--- config.mk ---
export PLATFORM = sky130hd
export DESIGN_NAME = pfoe_port_enables
export DESIGN_NICKNAME = d
export VERILOG_FILES = /design/src/logic/pfoe_pkg.sv /design/src/logic/pfoe_pin_stage.sv /design/src/logic/pfoe_port_enables.sv
export SDC_FILE = /design/constraint.sdc
export NUM_CORES = 1
export LEC_CHECK = 0
export BUFFER_PORTS_ARGS = -buffer_cell sky130_fd_sc_hd__buf_2
export CAP_MARGIN = 10
export CORE_AREA = 2 2 101 103
export DETAILED_ROUTE_END_ITERATION = 10
export DIE_AREA = 0 0 103 105
export MAX_ROUTING_LAYER = met4
export SYNTH_ARGS = -nofsm -noshare
export SYNTH_HDL_FRONTEND = slang
export SYNTH_SLANG_ARGS = --single-unit
--- constraint.sdc ---
create_clock -name clock -period 2 [get_ports clock]
set_input_delay 0.1 -clock clock [delete_from_list [all_inputs] [get_ports clock]]
set_output_delay 0.1 -clock clock [all_outputs]
set_load 0.05 [all_outputs]
--- src/logic/pfoe_pkg.sv ---
// ---------------------------------------------------------------------------
// shared constants of the port E/F output enable block
// ---------------------------------------------------------------------------
package pfoe_pkg;

  localparam int          DATA_W      = 32;
  localparam int          PORT_W      = 8;
  localparam int          ADDR_LSB    = 2;

  // register indices; byte address is four times the index
  localparam logic [15:0] E_OE_INDEX  = 16'h30B4;
  localparam logic [15:0] F_OE_INDEX  = 16'h30B5;
  localparam logic [31:0] E_OE_ADDR   = {14'h0000, E_OE_INDEX, 2'h0};
  localparam logic [31:0] F_OE_ADDR   = {14'h0000, F_OE_INDEX, 2'h0};

  localparam logic [7:0]  OE_RESET    = 8'h00;
  localparam logic [7:0]  PIN_IDLE    = 8'h00;
  localparam logic [31:0] RDATA_ZERO  = 32'h00000000;
  localparam logic [23:0] RDATA_PAD   = 24'h000000;

  localparam int          HTRANS_REQ  = 1;     // bit set for NONSEQ and SEQ
  localparam logic [1:0]  LANE0_OFS   = 2'h0;  // byte offset holding bits 7:0
  localparam logic        HRESP_OKAY  = 1'b0;
  localparam logic        HREADY_IDLE = 1'b1;

endpackage : pfoe_pkg

--- src/logic/pfoe_pin_stage.sv ---
`timescale 1ns/1ps
// ---------------------------------------------------------------------------
// per-pin pad stage: registered output value and active-low output enable
// ---------------------------------------------------------------------------
module pfoe_pin_stage (
  input  wire logic                        clock,     // system clock
  input  wire logic                        resetn,    // async reset, active low
  input  wire logic [pfoe_pkg::PORT_W-1:0] driveEn,   // enable bits from register
  input  wire logic [pfoe_pkg::PORT_W-1:0] pinData,   // value to drive per pin
  output logic      [pfoe_pkg::PORT_W-1:0] pinOut,    // pad output value
  output logic      [pfoe_pkg::PORT_W-1:0] pinOeN     // pad output enable, low drives
);

  genvar n;
  generate
    for (n = 0; n < pfoe_pkg::PORT_W; n++) begin : g_pin
      // a disabled pin parks its value low so stale data never reaches the pad
      wire logic outD = driveEn[n] & pinData[n];
      wire logic oeND = ~driveEn[n];

      always_ff @(posedge clock or negedge resetn) begin
        if (!resetn) begin
          pinOut[n] <= pfoe_pkg::PIN_IDLE[n];
          pinOeN[n] <= ~pfoe_pkg::OE_RESET[n];
        end else begin
          pinOut[n] <= outD;
          pinOeN[n] <= oeND;
        end
      end
    end
  endgenerate

endmodule : pfoe_pin_stage

--- src/logic/pfoe_port_enables.sv ---
// The implementer's own choice: the AHB-Lite slave port.
`timescale 1ns/1ps
// Summary of operation
// - port E enable register at index 30B4h, all eight bits cleared by reset
// - each port E enable bit is read/write and governs only port E pin n
// - port E bit at 1 drives its pin as output; at 0 output is off
// - port F enable register at index 30B5h, all eight bits cleared by reset
// - each port F enable bit is read/write and governs only port F pin n
// - port F bit at 1 drives its pin as output; at 0 output is off
module pfoe_port_enables (
  input  wire logic                        clock,         // system clock, 100 MHz
  input  wire logic                        resetn,        // async reset, active low
  input  wire logic                        hsel,          // slave select
  input  wire logic [31:0]                 haddr,         // byte address
  input  wire logic [1:0]                  htrans,        // transfer type
  input  wire logic                        hwrite,        // write when high
  input  wire logic [2:0]                  hsize,         // transfer size
  input  wire logic [pfoe_pkg::DATA_W-1:0] hwdata,        // write data
  input  wire logic                        hready,        // bus ready
  output logic                             hreadyout,     // slave ready
  output logic                             hresp,         // response, always OKAY
  output logic      [pfoe_pkg::DATA_W-1:0] hrdata,        // read data
  input  wire logic [pfoe_pkg::PORT_W-1:0] portEData,     // port E output values
  input  wire logic [pfoe_pkg::PORT_W-1:0] portFData,     // port F output values
  output logic      [pfoe_pkg::PORT_W-1:0] portEDriveEn,  // port E enable bits
  output logic      [pfoe_pkg::PORT_W-1:0] portFDriveEn,  // port F enable bits
  output logic      [pfoe_pkg::PORT_W-1:0] portEPinOut,   // port E pad values
  output logic      [pfoe_pkg::PORT_W-1:0] portEPinOeN,   // port E pad enable, low drives
  output logic      [pfoe_pkg::PORT_W-1:0] portFPinOut,   // port F pad values
  output logic      [pfoe_pkg::PORT_W-1:0] portFPinOeN    // port F pad enable, low drives
);

  // ---------------------------------------------------------------------------
  // address phase decode
  // ---------------------------------------------------------------------------
  logic [pfoe_pkg::PORT_W-1:0] portEOe_q;
  logic [pfoe_pkg::PORT_W-1:0] portEOe_d;
  logic [pfoe_pkg::PORT_W-1:0] portFOe_q;
  logic [pfoe_pkg::PORT_W-1:0] portFOe_d;
  logic                        wrPendE_q;
  logic                        wrPendF_q;
  logic                        rdPhaseE_q;
  logic                        rdPhaseF_q;
  logic [pfoe_pkg::DATA_W-1:0] hrdata_q;
  logic [pfoe_pkg::DATA_W-1:0] hrdata_d;

  wire logic addrTaken = hsel & htrans[pfoe_pkg::HTRANS_REQ] & hready;
  wire logic lane0     = (haddr[pfoe_pkg::ADDR_LSB-1:0] == pfoe_pkg::LANE0_OFS);
  wire logic hitE      = (haddr[31:pfoe_pkg::ADDR_LSB]
                          == pfoe_pkg::E_OE_ADDR[31:pfoe_pkg::ADDR_LSB]);
  wire logic hitF      = (haddr[31:pfoe_pkg::ADDR_LSB]
                          == pfoe_pkg::F_OE_ADDR[31:pfoe_pkg::ADDR_LSB]);
  // narrow writes that miss byte lane 0 leave the 8-bit registers alone
  wire logic wrE       = addrTaken & hwrite & hitE & lane0;
  wire logic wrF       = addrTaken & hwrite & hitF & lane0;
  wire logic rdE       = addrTaken & ~hwrite & hitE;
  wire logic rdF       = addrTaken & ~hwrite & hitF;

  // ---------------------------------------------------------------------------
  // register update in the write data phase
  // ---------------------------------------------------------------------------
  assign portEOe_d = wrPendE_q ? hwdata[pfoe_pkg::PORT_W-1:0] : portEOe_q;
  assign portFOe_d = wrPendF_q ? hwdata[pfoe_pkg::PORT_W-1:0] : portFOe_q;

  // ---------------------------------------------------------------------------
  // read data, with bypass of a write still in its data phase
  // ---------------------------------------------------------------------------
  // a read right behind a write to the same register must see the new value,
  // since the register only loads at the end of the write data phase
  wire logic [pfoe_pkg::PORT_W-1:0] curE = portEOe_d;
  wire logic [pfoe_pkg::PORT_W-1:0] curF = portFOe_d;
  wire logic [pfoe_pkg::PORT_W-1:0] rdSel =
    rdE ? curE : (rdF ? curF : pfoe_pkg::OE_RESET);
  assign hrdata_d = (rdE | rdF) ? {pfoe_pkg::RDATA_PAD, rdSel} : pfoe_pkg::RDATA_ZERO;

  // ---------------------------------------------------------------------------
  // registers
  // ---------------------------------------------------------------------------
  always_ff @(posedge clock or negedge resetn) begin
    if (!resetn) begin
      portEOe_q <= pfoe_pkg::OE_RESET;
      portFOe_q <= pfoe_pkg::OE_RESET;
    end else begin
      portEOe_q <= portEOe_d;
      portFOe_q <= portFOe_d;
    end
  end

  always_ff @(posedge clock or negedge resetn) begin
    if (!resetn) begin
      wrPendE_q  <= 1'b0;
      wrPendF_q  <= 1'b0;
      rdPhaseE_q <= 1'b0;
      rdPhaseF_q <= 1'b0;
      hrdata_q   <= pfoe_pkg::RDATA_ZERO;
    end else begin
      wrPendE_q  <= wrE;
      wrPendF_q  <= wrF;
      rdPhaseE_q <= rdE;
      rdPhaseF_q <= rdF;
      hrdata_q   <= hrdata_d;
    end
  end

  // zero wait states: the slave never stalls and never errors
  always_ff @(posedge clock or negedge resetn) begin
    if (!resetn) begin
      hreadyout <= pfoe_pkg::HREADY_IDLE;
      hresp     <= pfoe_pkg::HRESP_OKAY;
    end else begin
      hreadyout <= pfoe_pkg::HREADY_IDLE;
      hresp     <= pfoe_pkg::HRESP_OKAY;
    end
  end

  assign hrdata       = hrdata_q;
  assign portEDriveEn = portEOe_q;
  assign portFDriveEn = portFOe_q;

  // ---------------------------------------------------------------------------
  // pad stages
  // ---------------------------------------------------------------------------
  pfoe_pin_stage u_pinE (
    .clock   (clock),
    .resetn  (resetn),
    .driveEn (portEOe_q),
    .pinData (portEData),
    .pinOut  (portEPinOut),
    .pinOeN  (portEPinOeN)
  );

  pfoe_pin_stage u_pinF (
    .clock   (clock),
    .resetn  (resetn),
    .driveEn (portFOe_q),
    .pinData (portFData),
    .pinOut  (portFPinOut),
    .pinOeN  (portFPinOeN)
  );

  // ---------------------------------------------------------------------------
  // assertions
  // ---------------------------------------------------------------------------
  AST_E_RESET_CLEAR: assert property (
    @(posedge clock) disable iff (!resetn)
    $rose(resetn) |-> (portEDriveEn == pfoe_pkg::OE_RESET)
  ) else $error("port E enables not clear after reset");

  AST_F_RESET_CLEAR: assert property (
    @(posedge clock) disable iff (!resetn)
    $rose(resetn) |-> (portFDriveEn == pfoe_pkg::OE_RESET)
  ) else $error("port F enables not clear after reset");

  AST_E_WRITE_LOADS: assert property (
    @(posedge clock) disable iff (!resetn)
    (hsel && htrans[pfoe_pkg::HTRANS_REQ] && hready && hwrite
      && haddr == pfoe_pkg::E_OE_ADDR)
      ##1 1'b1 |=> (portEDriveEn == $past(hwdata[pfoe_pkg::PORT_W-1:0]))
  ) else $error("port E write did not load");

  AST_F_WRITE_LOADS: assert property (
    @(posedge clock) disable iff (!resetn)
    (hsel && htrans[pfoe_pkg::HTRANS_REQ] && hready && hwrite
      && haddr == pfoe_pkg::F_OE_ADDR)
      ##1 1'b1 |=> (portFDriveEn == $past(hwdata[pfoe_pkg::PORT_W-1:0]))
  ) else $error("port F write did not load");

  AST_E_HOLDS: assert property (
    @(posedge clock) disable iff (!resetn)
    !wrPendE_q |=> $stable(portEDriveEn)
  ) else $error("port E enables changed without a port E write");

  AST_F_HOLDS: assert property (
    @(posedge clock) disable iff (!resetn)
    !wrPendF_q |=> $stable(portFDriveEn)
  ) else $error("port F enables changed without a port F write");

  AST_E_READBACK: assert property (
    @(posedge clock) disable iff (!resetn)
    rdPhaseE_q |-> (hrdata == {pfoe_pkg::RDATA_PAD, portEDriveEn})
  ) else $error("port E read data differs from register");

  AST_F_READBACK: assert property (
    @(posedge clock) disable iff (!resetn)
    rdPhaseF_q |-> (hrdata == {pfoe_pkg::RDATA_PAD, portFDriveEn})
  ) else $error("port F read data differs from register");

  AST_E_PAD_ENABLE: assert property (
    @(posedge clock) disable iff (!resetn)
    ##1 (portEPinOeN == ~$past(portEDriveEn))
  ) else $error("port E pad enable does not follow register");

  AST_F_PAD_ENABLE: assert property (
    @(posedge clock) disable iff (!resetn)
    ##1 (portFPinOeN == ~$past(portFDriveEn))
  ) else $error("port F pad enable does not follow register");

  AST_PAD_NO_STRAY_DATA: assert property (
    @(posedge clock) disable iff (!resetn)
    ##1 ((portEPinOut == ($past(portEData) & $past(portEDriveEn)))
      && (portFPinOut == ($past(portFData) & $past(portFDriveEn))))
  ) else $error("disabled pad carries data");

  AST_E_LANE_IGNORED: assert property (
    @(posedge clock) disable iff (!resetn)
    (addrTaken && hwrite && hitE && !lane0) ##1 1'b1 |=> $stable(portEDriveEn)
  ) else $error("port E write outside byte lane 0 changed the register");

  AST_F_LANE_IGNORED: assert property (
    @(posedge clock) disable iff (!resetn)
    (addrTaken && hwrite && hitF && !lane0) ##1 1'b1 |=> $stable(portFDriveEn)
  ) else $error("port F write outside byte lane 0 changed the register");

  AST_RDATA_IDLE_ZERO: assert property (
    @(posedge clock) disable iff (!resetn)
    (!rdPhaseE_q && !rdPhaseF_q) |-> (hrdata == pfoe_pkg::RDATA_ZERO)
  ) else $error("read data not zero outside a read data phase");

  AST_PAD_OFF_WHEN_DISABLED: assert property (
    @(posedge clock) disable iff (!resetn)
    ((portEPinOut & portEPinOeN) == pfoe_pkg::PIN_IDLE)
      && ((portFPinOut & portFPinOeN) == pfoe_pkg::PIN_IDLE)
  ) else $error("pad with output disabled carries a high value");

  AST_BUS_OKAY: assert property (
    @(posedge clock) disable iff (!resetn)
    hreadyout && (hresp == pfoe_pkg::HRESP_OKAY)
  ) else $error("slave stalled or answered with error");

endmodule : pfoe_port_enables

==> run summary, run 1 <==
Final min period: 1.43 ns
Io pins: 172
Total grt overflow: 0
Worst-path clk slew: 0.06 ns
Row count: 36
RSZ-0062 raised after global routing: false
Final std cells w/o fill: 457
Post-Layout Inst Area: 3390 sq um
Tot Pwr: 2.52 mW
Syn-to-layout area delta: 43.7%
Fin Clk Skew: 0.00693 ns
Cells after Synth: 177
Required time worst endpoint: 2.21 ns
Die area: 10,800 sq um
Fin nets: 409
Vias: 1,745
ANT cells: 0
Final setup TNS: 0 ns
Crit Path Category: register to register
Most common cell after layout, fill and taps aside: buf_2
Largest net degree at the start of global routing: 36
PortBufs: 117
Vias in the first global route: 1,733
CTS Buffer Depth: 2
WL per Instance: 11.7 um
Fin crit share: 71.6%
Vias per cell: 3.82
CP Cell Sequence: mux2_2 -> nand2_1 -> a2111oi_1
Cell Area, Placed: 3020 sq um
Post-Route WL: 5.35 mm
Max cap viols: 0
Rel. slew slack: 63.1%
Root Buffer: clkbuf_8
Most frequent cells in the layout: 117 x buf_2, 42 x dfrtp_1, 26 x conb_1, 17 x nand2_1, 17 x dlygate4sd3_1
Core Footprint: 9640 sq um
Synthesized area per cell: 13.3 sq um
Max Slew Vio Count: 0
Worst Setup End Kind: register
CTS tree: built
GRT Total Usage: 10.7%
Drt drc: 0
Status: finished clean
H-tree levels: 3
Worst hold slack: 0.0207 ns
Post-DRT Antenna Nets: 0
Largest area contributor in the netlist: dfrtp_1
Layout cells sized above 1: 53.1%
Starting density of the core: 24.5%
Fmax: 698 MHz
Seq/Total Area, Yosys: 62.3%
Final Util: 35.2%
Slowest CP cell: dfrtp_1
Worst hold path type: primary input to register
Pwr per Cell Area: 743 nW/um^2
Pre-antenna DRT Iters: 4
Fin worst setup slack: 0.567 ns
CTS buffer count: 9
Fillers: 993
Clock Latency Late Sink: 0.34 ns
Crit start category: register
Die height: 105 um
Worst slew pin tran: 0.554 ns
Sink Count: 58
Synth Register Bits: 58
Critical path fanouts, max: 8
Hold violation total from the final report: 0
Initial DRC count: 49
Initial antenna violation count: 0
Unique masters post-synth: 23
Yosys warns: 0
Routability cong.: 0.663
Worst IR Drop VDD: 0.230 mV
DP Worst Slack: 0.516 ns
WP data arrival: 1.64 ns
Crit path largest cell delay: 0.60 ns
Top-area cell type share of the netlist area: 44.5%
Die width: 103 um
Cell Area, Synth: 2360 sq um
HPWL Detailed: 3.84 mm
Synth area leaders: dfrtp_1 44%, dfstp_2 18%, buf_4 8.9%, mux2_2 7.6%, and2_1 4.2%
P_leak: 1.72 nW
Placed insts: 424
First-pass GRT wire length: 8.18 mm
# setup viols final: 0
-- what timing repair did --
item / 4_1_cts / 5_1_grt
buffers inserted: 0 / 0
hold endpoints to repair: 33 / 0
gates resized for setup: 0 / 0
hold buffers: 17 / 0
-- path summary, 6_finish.rpt --
kind / from / to / slack [ns] / cells past startpoint
max: wrPendE_q / hrdata[0] / 0.57 / 3
min: hwdata[4] / portEDriveEn[4] / 0.02 / 2
max reg2reg: wrPendE_q / hrdata[0] / 0.57 / 3
min reg2reg: portFDriveEn[0] / u_pinF.pinOeN[0] / 0.42 / 1
max in group asynchronous: resetn / u_pinE.pinOeN[2] / 1.06 / 3
min in group asynchronous: resetn / hrdata[6] / 0.29 / 2
-- Yosys cell counts, drive strengths merged --
cell,count
nor4b,2
mux2,16
nand4b,1
buf,29
nand2,17
inv,16
and2,16
and4bb,2
clkinv,1
nand4,1
conb,2
nor3b,1
nor4,5
and4b,1
nand3,1
dfrtp,42
a2111oi,8
dfstp,16
-- area by class of cell --
| class | count | area (sq um) | share of cell area, % |
|---|---|---|---|
| well taps | 133 | 166 | 4.90 |
| repair buffers | 136 | 783 | 23.1 |
| inverters | 17 | 63.8 | 1.88 |
| clock inverters | 2 | 35.0 | 1.03 |
| multi-input cells | 97 | 702 | 20.7 |
| clock buffers | 14 | 173 | 5.09 |
| flip-flops and latches | 58 | 1470 | 43.3 |
-- worst max-delay path, delay by kind of cell (launching register included) --
kind / cells / cell delay (ns)
AND/OR/NAND/NOR: 1 / 0.05
flip-flops: 1 / 0.60
multiplexers: 1 / 0.25
AO/OA/AOI/OAI: 1 / 0.40
-- cell families (layout without fill, tap and decap cells) --
| family | count (synthesis) | after routing | share of synthesized area (%) |
|---|---|---|---|
| buf+inv | 46 | 169 | 11.8 |
| other cells | 2 | 26 | 0.318 |
| mux | 16 | 16 | 7.63 |
| flops | 58 | 58 | 62.3 |
| simple gates | 47 | 47 | 14.4 |
| compound gates | 8 | 8 | 3.60 |
-- report_power, final --
group          switching (mW)  leakage [nW]  internal, mW
registers      0.000000000390         0.755          1.18
logic                   0.165         0.861        0.0752
clock network           0.429         0.107         0.676
-- registers in the layout, summed over array words and instances, names as in the netlist --
name,flops
hrdata,8
portEDriveEn,8
portFDriveEn,8
u_pinE.pinOeN,8
u_pinE.pinOut,8
u_pinF.pinOeN,8
u_pinF.pinOut,8
wrPendE_q,1
wrPendF_q,1
-- layer usage --
metal / up-vias / share of wire, % / GRT usage [%]
li1: 819 / - / -
met1: 806 / 38 / 10.5
met2: 108 / 49 / 17.2
met3: 12 / 10 / 3.34
met4: 0 / 3.0 / 8.18
met5: - / 0 / -
(Power assumes the default switching activity.)
==> run 2, diff against run 1 <==
clock period = 1.2 ns   (was 2 ns; I/O delays follow)
==> run 2 against run 1 <==
  * The flow now finishes with violations (negative setup slack)
  * Final area is 8.0% higher
  * Clock power is 36% higher
  * Clock-buffer cell count is 2 lower
  * Register-to-register slack worse by 0.67 ns
  * Sequential share of layout area is 2.6 points lower
  * Global-route usage is 0.83 points higher
  * Routed wire length is 8.9% higher
  * Maximum frequency is 10% higher
  * Non-clock buffer count is 13 higher
  * Die area stayed put
  * Critical endpoint is now hrdata[6]
  * Largest cell class unchanged
  * Highest routed layer unchanged
==> run summary, run 2 (same netlist as run 1, synthesis figures left out) <==
Total grt overflow: 0 (unchanged)
Row count: 36 (unchanged)
Worst-path clk slew: 0.06 ns (about the same)
Crit Path Category: register to register
Core Footprint: 9640 sq um (unchanged)
Most frequent cells in the layout: 115 x buf_2, 26 x conb_1, 25 x dlygate4sd3_1, 25 x dfrtp_1, 17 x dfrtp_2
P_leak: 1.77 nW (+3.0%)
# setup viols final: 8 (+8)
PortBufs: 117 (unchanged)
Starting density of the core: 24.5% (unchanged)
Most common cell after layout, fill and taps aside: buf_2
Failing checks: negative setup slack
Io pins: 172 (unchanged)
Post-Route WL: 5.83 mm (+8.9%)
Worst IR Drop VDD: 0.366 mV (+59%)
Fmax: 769 MHz (+10%)
Combinational share of power: 11.1% (+1.6 points)
Layout cells sized above 1: 61.1% (+8.0 points)
Vias per cell: 3.87 (+1.2%)
Post-DRT Antenna Nets: 0 (unchanged)
Die area: 10,800 sq um (unchanged)
WL per Instance: 12.4 um (+5.9%)
Hold path start: haddr[1]
Drt drc: 0 (unchanged)
Die width: 103 um (unchanged)
Pwr per Cell Area: 1060 nW/um^2 (+43%)
WP data arrival: 1.51 ns (-0.13 ns)
Pre-antenna DRT Iters: 4 (unchanged)
Worst hold path type: primary input to register
Max Slew Vio Count: 0 (unchanged)
Hold violation total from the final report: 0 (unchanged)
Crit. Startpoint: wrPendF_q
Crit start category: register
Initial DRC count: 43 (-12%)
Routability cong.: 0.693 (+4.5%)
ANT cells: 0 (unchanged)
Worst hold slack: 0.0759 ns (+0.0552 ns)
Fin crit share: 108% (+37 points)
Clock power frac: 38.6% (-5.2 points)
Worst Setup End Kind: register
Fin worst setup slack: -0.101 ns (-0.668 ns)
Initial antenna violation count: 0 (unchanged)
Critical path fanouts, max: 8 (unchanged)
Pint: 2.90 mW (+50%)
RSZ-0062 raised after global routing: true
Die height: 105 um (unchanged)
Clock Latency Late Sink: 0.33 ns (about the same)
GRT Total Usage: 11.5% (+0.83 points)
Vias: 1,817 (+4.1%)
Required time worst endpoint: 1.41 ns (-0.80 ns)
HPWL Detailed: 4.07 mm (+5.9%)
Switch Pwr: 0.994 mW (+67%)
First-pass GRT wire length: 9.06 mm (+11%)
Critical R2R Launch: wrPendF_q
Max cap viols: 0 (unchanged)
DP Worst Slack: -0.158 ns (-0.674 ns)
H-tree levels: 3 (unchanged)
Final min period: 1.30 ns (-0.132 ns)
Sw Ratio: 25.5% (+2.0 points)
CTS buffer count: 9 (unchanged)
CTS Buffer Depth: 2 (unchanged)
Status: complete, but fails checks
Vias in the first global route: 1,908 (+10%)
Largest net degree at the start of global routing: 59 (+64%)
Fin nets: 422 (+3.2%)
CTS tree: built
Sink Count: 58 (unchanged)
Syn-to-layout area delta: 55.1%
Tot Pwr: 3.89 mW (+54%)
Setup bufs post-CTS: 0 (unchanged)
Fillers: 965 (-2.8%)
Register share of total power: 50.3% (+3.7 points)
Root Buffer: clkbuf_8
Final Util: 38.0% (+2.8 points)
Fin Clk Skew: 0.0102 ns (+0.00324 ns)
## run 2: cell types whose count changed in the layout (fill, tap and decap cells not counted), sizes merged
cell	change
buf	+3
clkinv	+3
dlygate4sd3	+8
bufinv	-1
## run 2: area by class of cell
cell class	count	area (sq um)	area share (%)
multi-input combinational	97	858	23.4
clock inverter	4	20.0	0.546
sequential	58	1490	40.7
inverter	17	63.8	1.74
clock buffer	12	145	3.96
tap	133	166	4.54
timing repair buffer	149	918	25.1
## run 2: power groups by stage
| stage | clock (mW) | combinational [mW] | sequential, mW |
|---|---|---|---|
| floorplan | 0 | 0.269 | 1.99 |
| global placement | 0 | 0.363 | 1.99 |
| detailed placement | 0 | 0.367 | 1.99 |
| CTS | 1.56 | 0.435 | 1.96 |
| global route | 1.65 | 0.465 | 1.96 |
| finish | 1.50 | 0.432 | 1.96 |
## run 2: final timing paths
check                                    to  slack (ns)  cells past startpoint
setup / recovery                  hrdata[6]       -0.10                      3
max in group asynchronous  u_pinE.pinOeN[2]        0.62                      3
hold reg to reg            u_pinF.pinOeN[7]        0.41                      1
min in group asynchronous  u_pinE.pinOut[5]        0.28                      3
hold / removal                    wrPendE_q        0.08                      4
setup reg to reg                  hrdata[6]       -0.10                      3
## run 2: what timing repair did
action                                 4_1_cts  5_1_grt
resized for setup                           15        4
pin swaps                                    4        1
setup endpoints to repair                    8       10
hold buffers                                25        0
endpoints found under the hold margin       82        0
## run 2: worst max-delay path, cell delays in order, from the launching register on
cell and delay (ns):
dfrtp_2 0.51, mux2_4 0.27, nand2_4 0.06, a2111oi_4 0.35
## run 2: layer usage
metal  wire length [um]  global-route usage [%]  vias up  share of wire, %
li1                   -                       -      842                 -
met5                  0                       -        -                 0
met4                 85                    6.20        0               1.5
met1               2230                    12.1      862                38
met2               3000                    19.6      107                52
met3                507                    2.61        6               8.7
## run 2: stage by stage
| step | instance area [sq um] | instances | setup TNS [ns] |
|---|---|---|---|
| floorplan | 2540 | 201 | -0.0567 |
| global placement | 3150 | 429 | -0.717 |
| detailed placement | 3150 | 429 | -1.17 |
| CTS | 3650 | 470 | -0.610 |
| global route | 3660 | 470 | -1.18 |
| finish | 3660 | 470 | -0.596 |
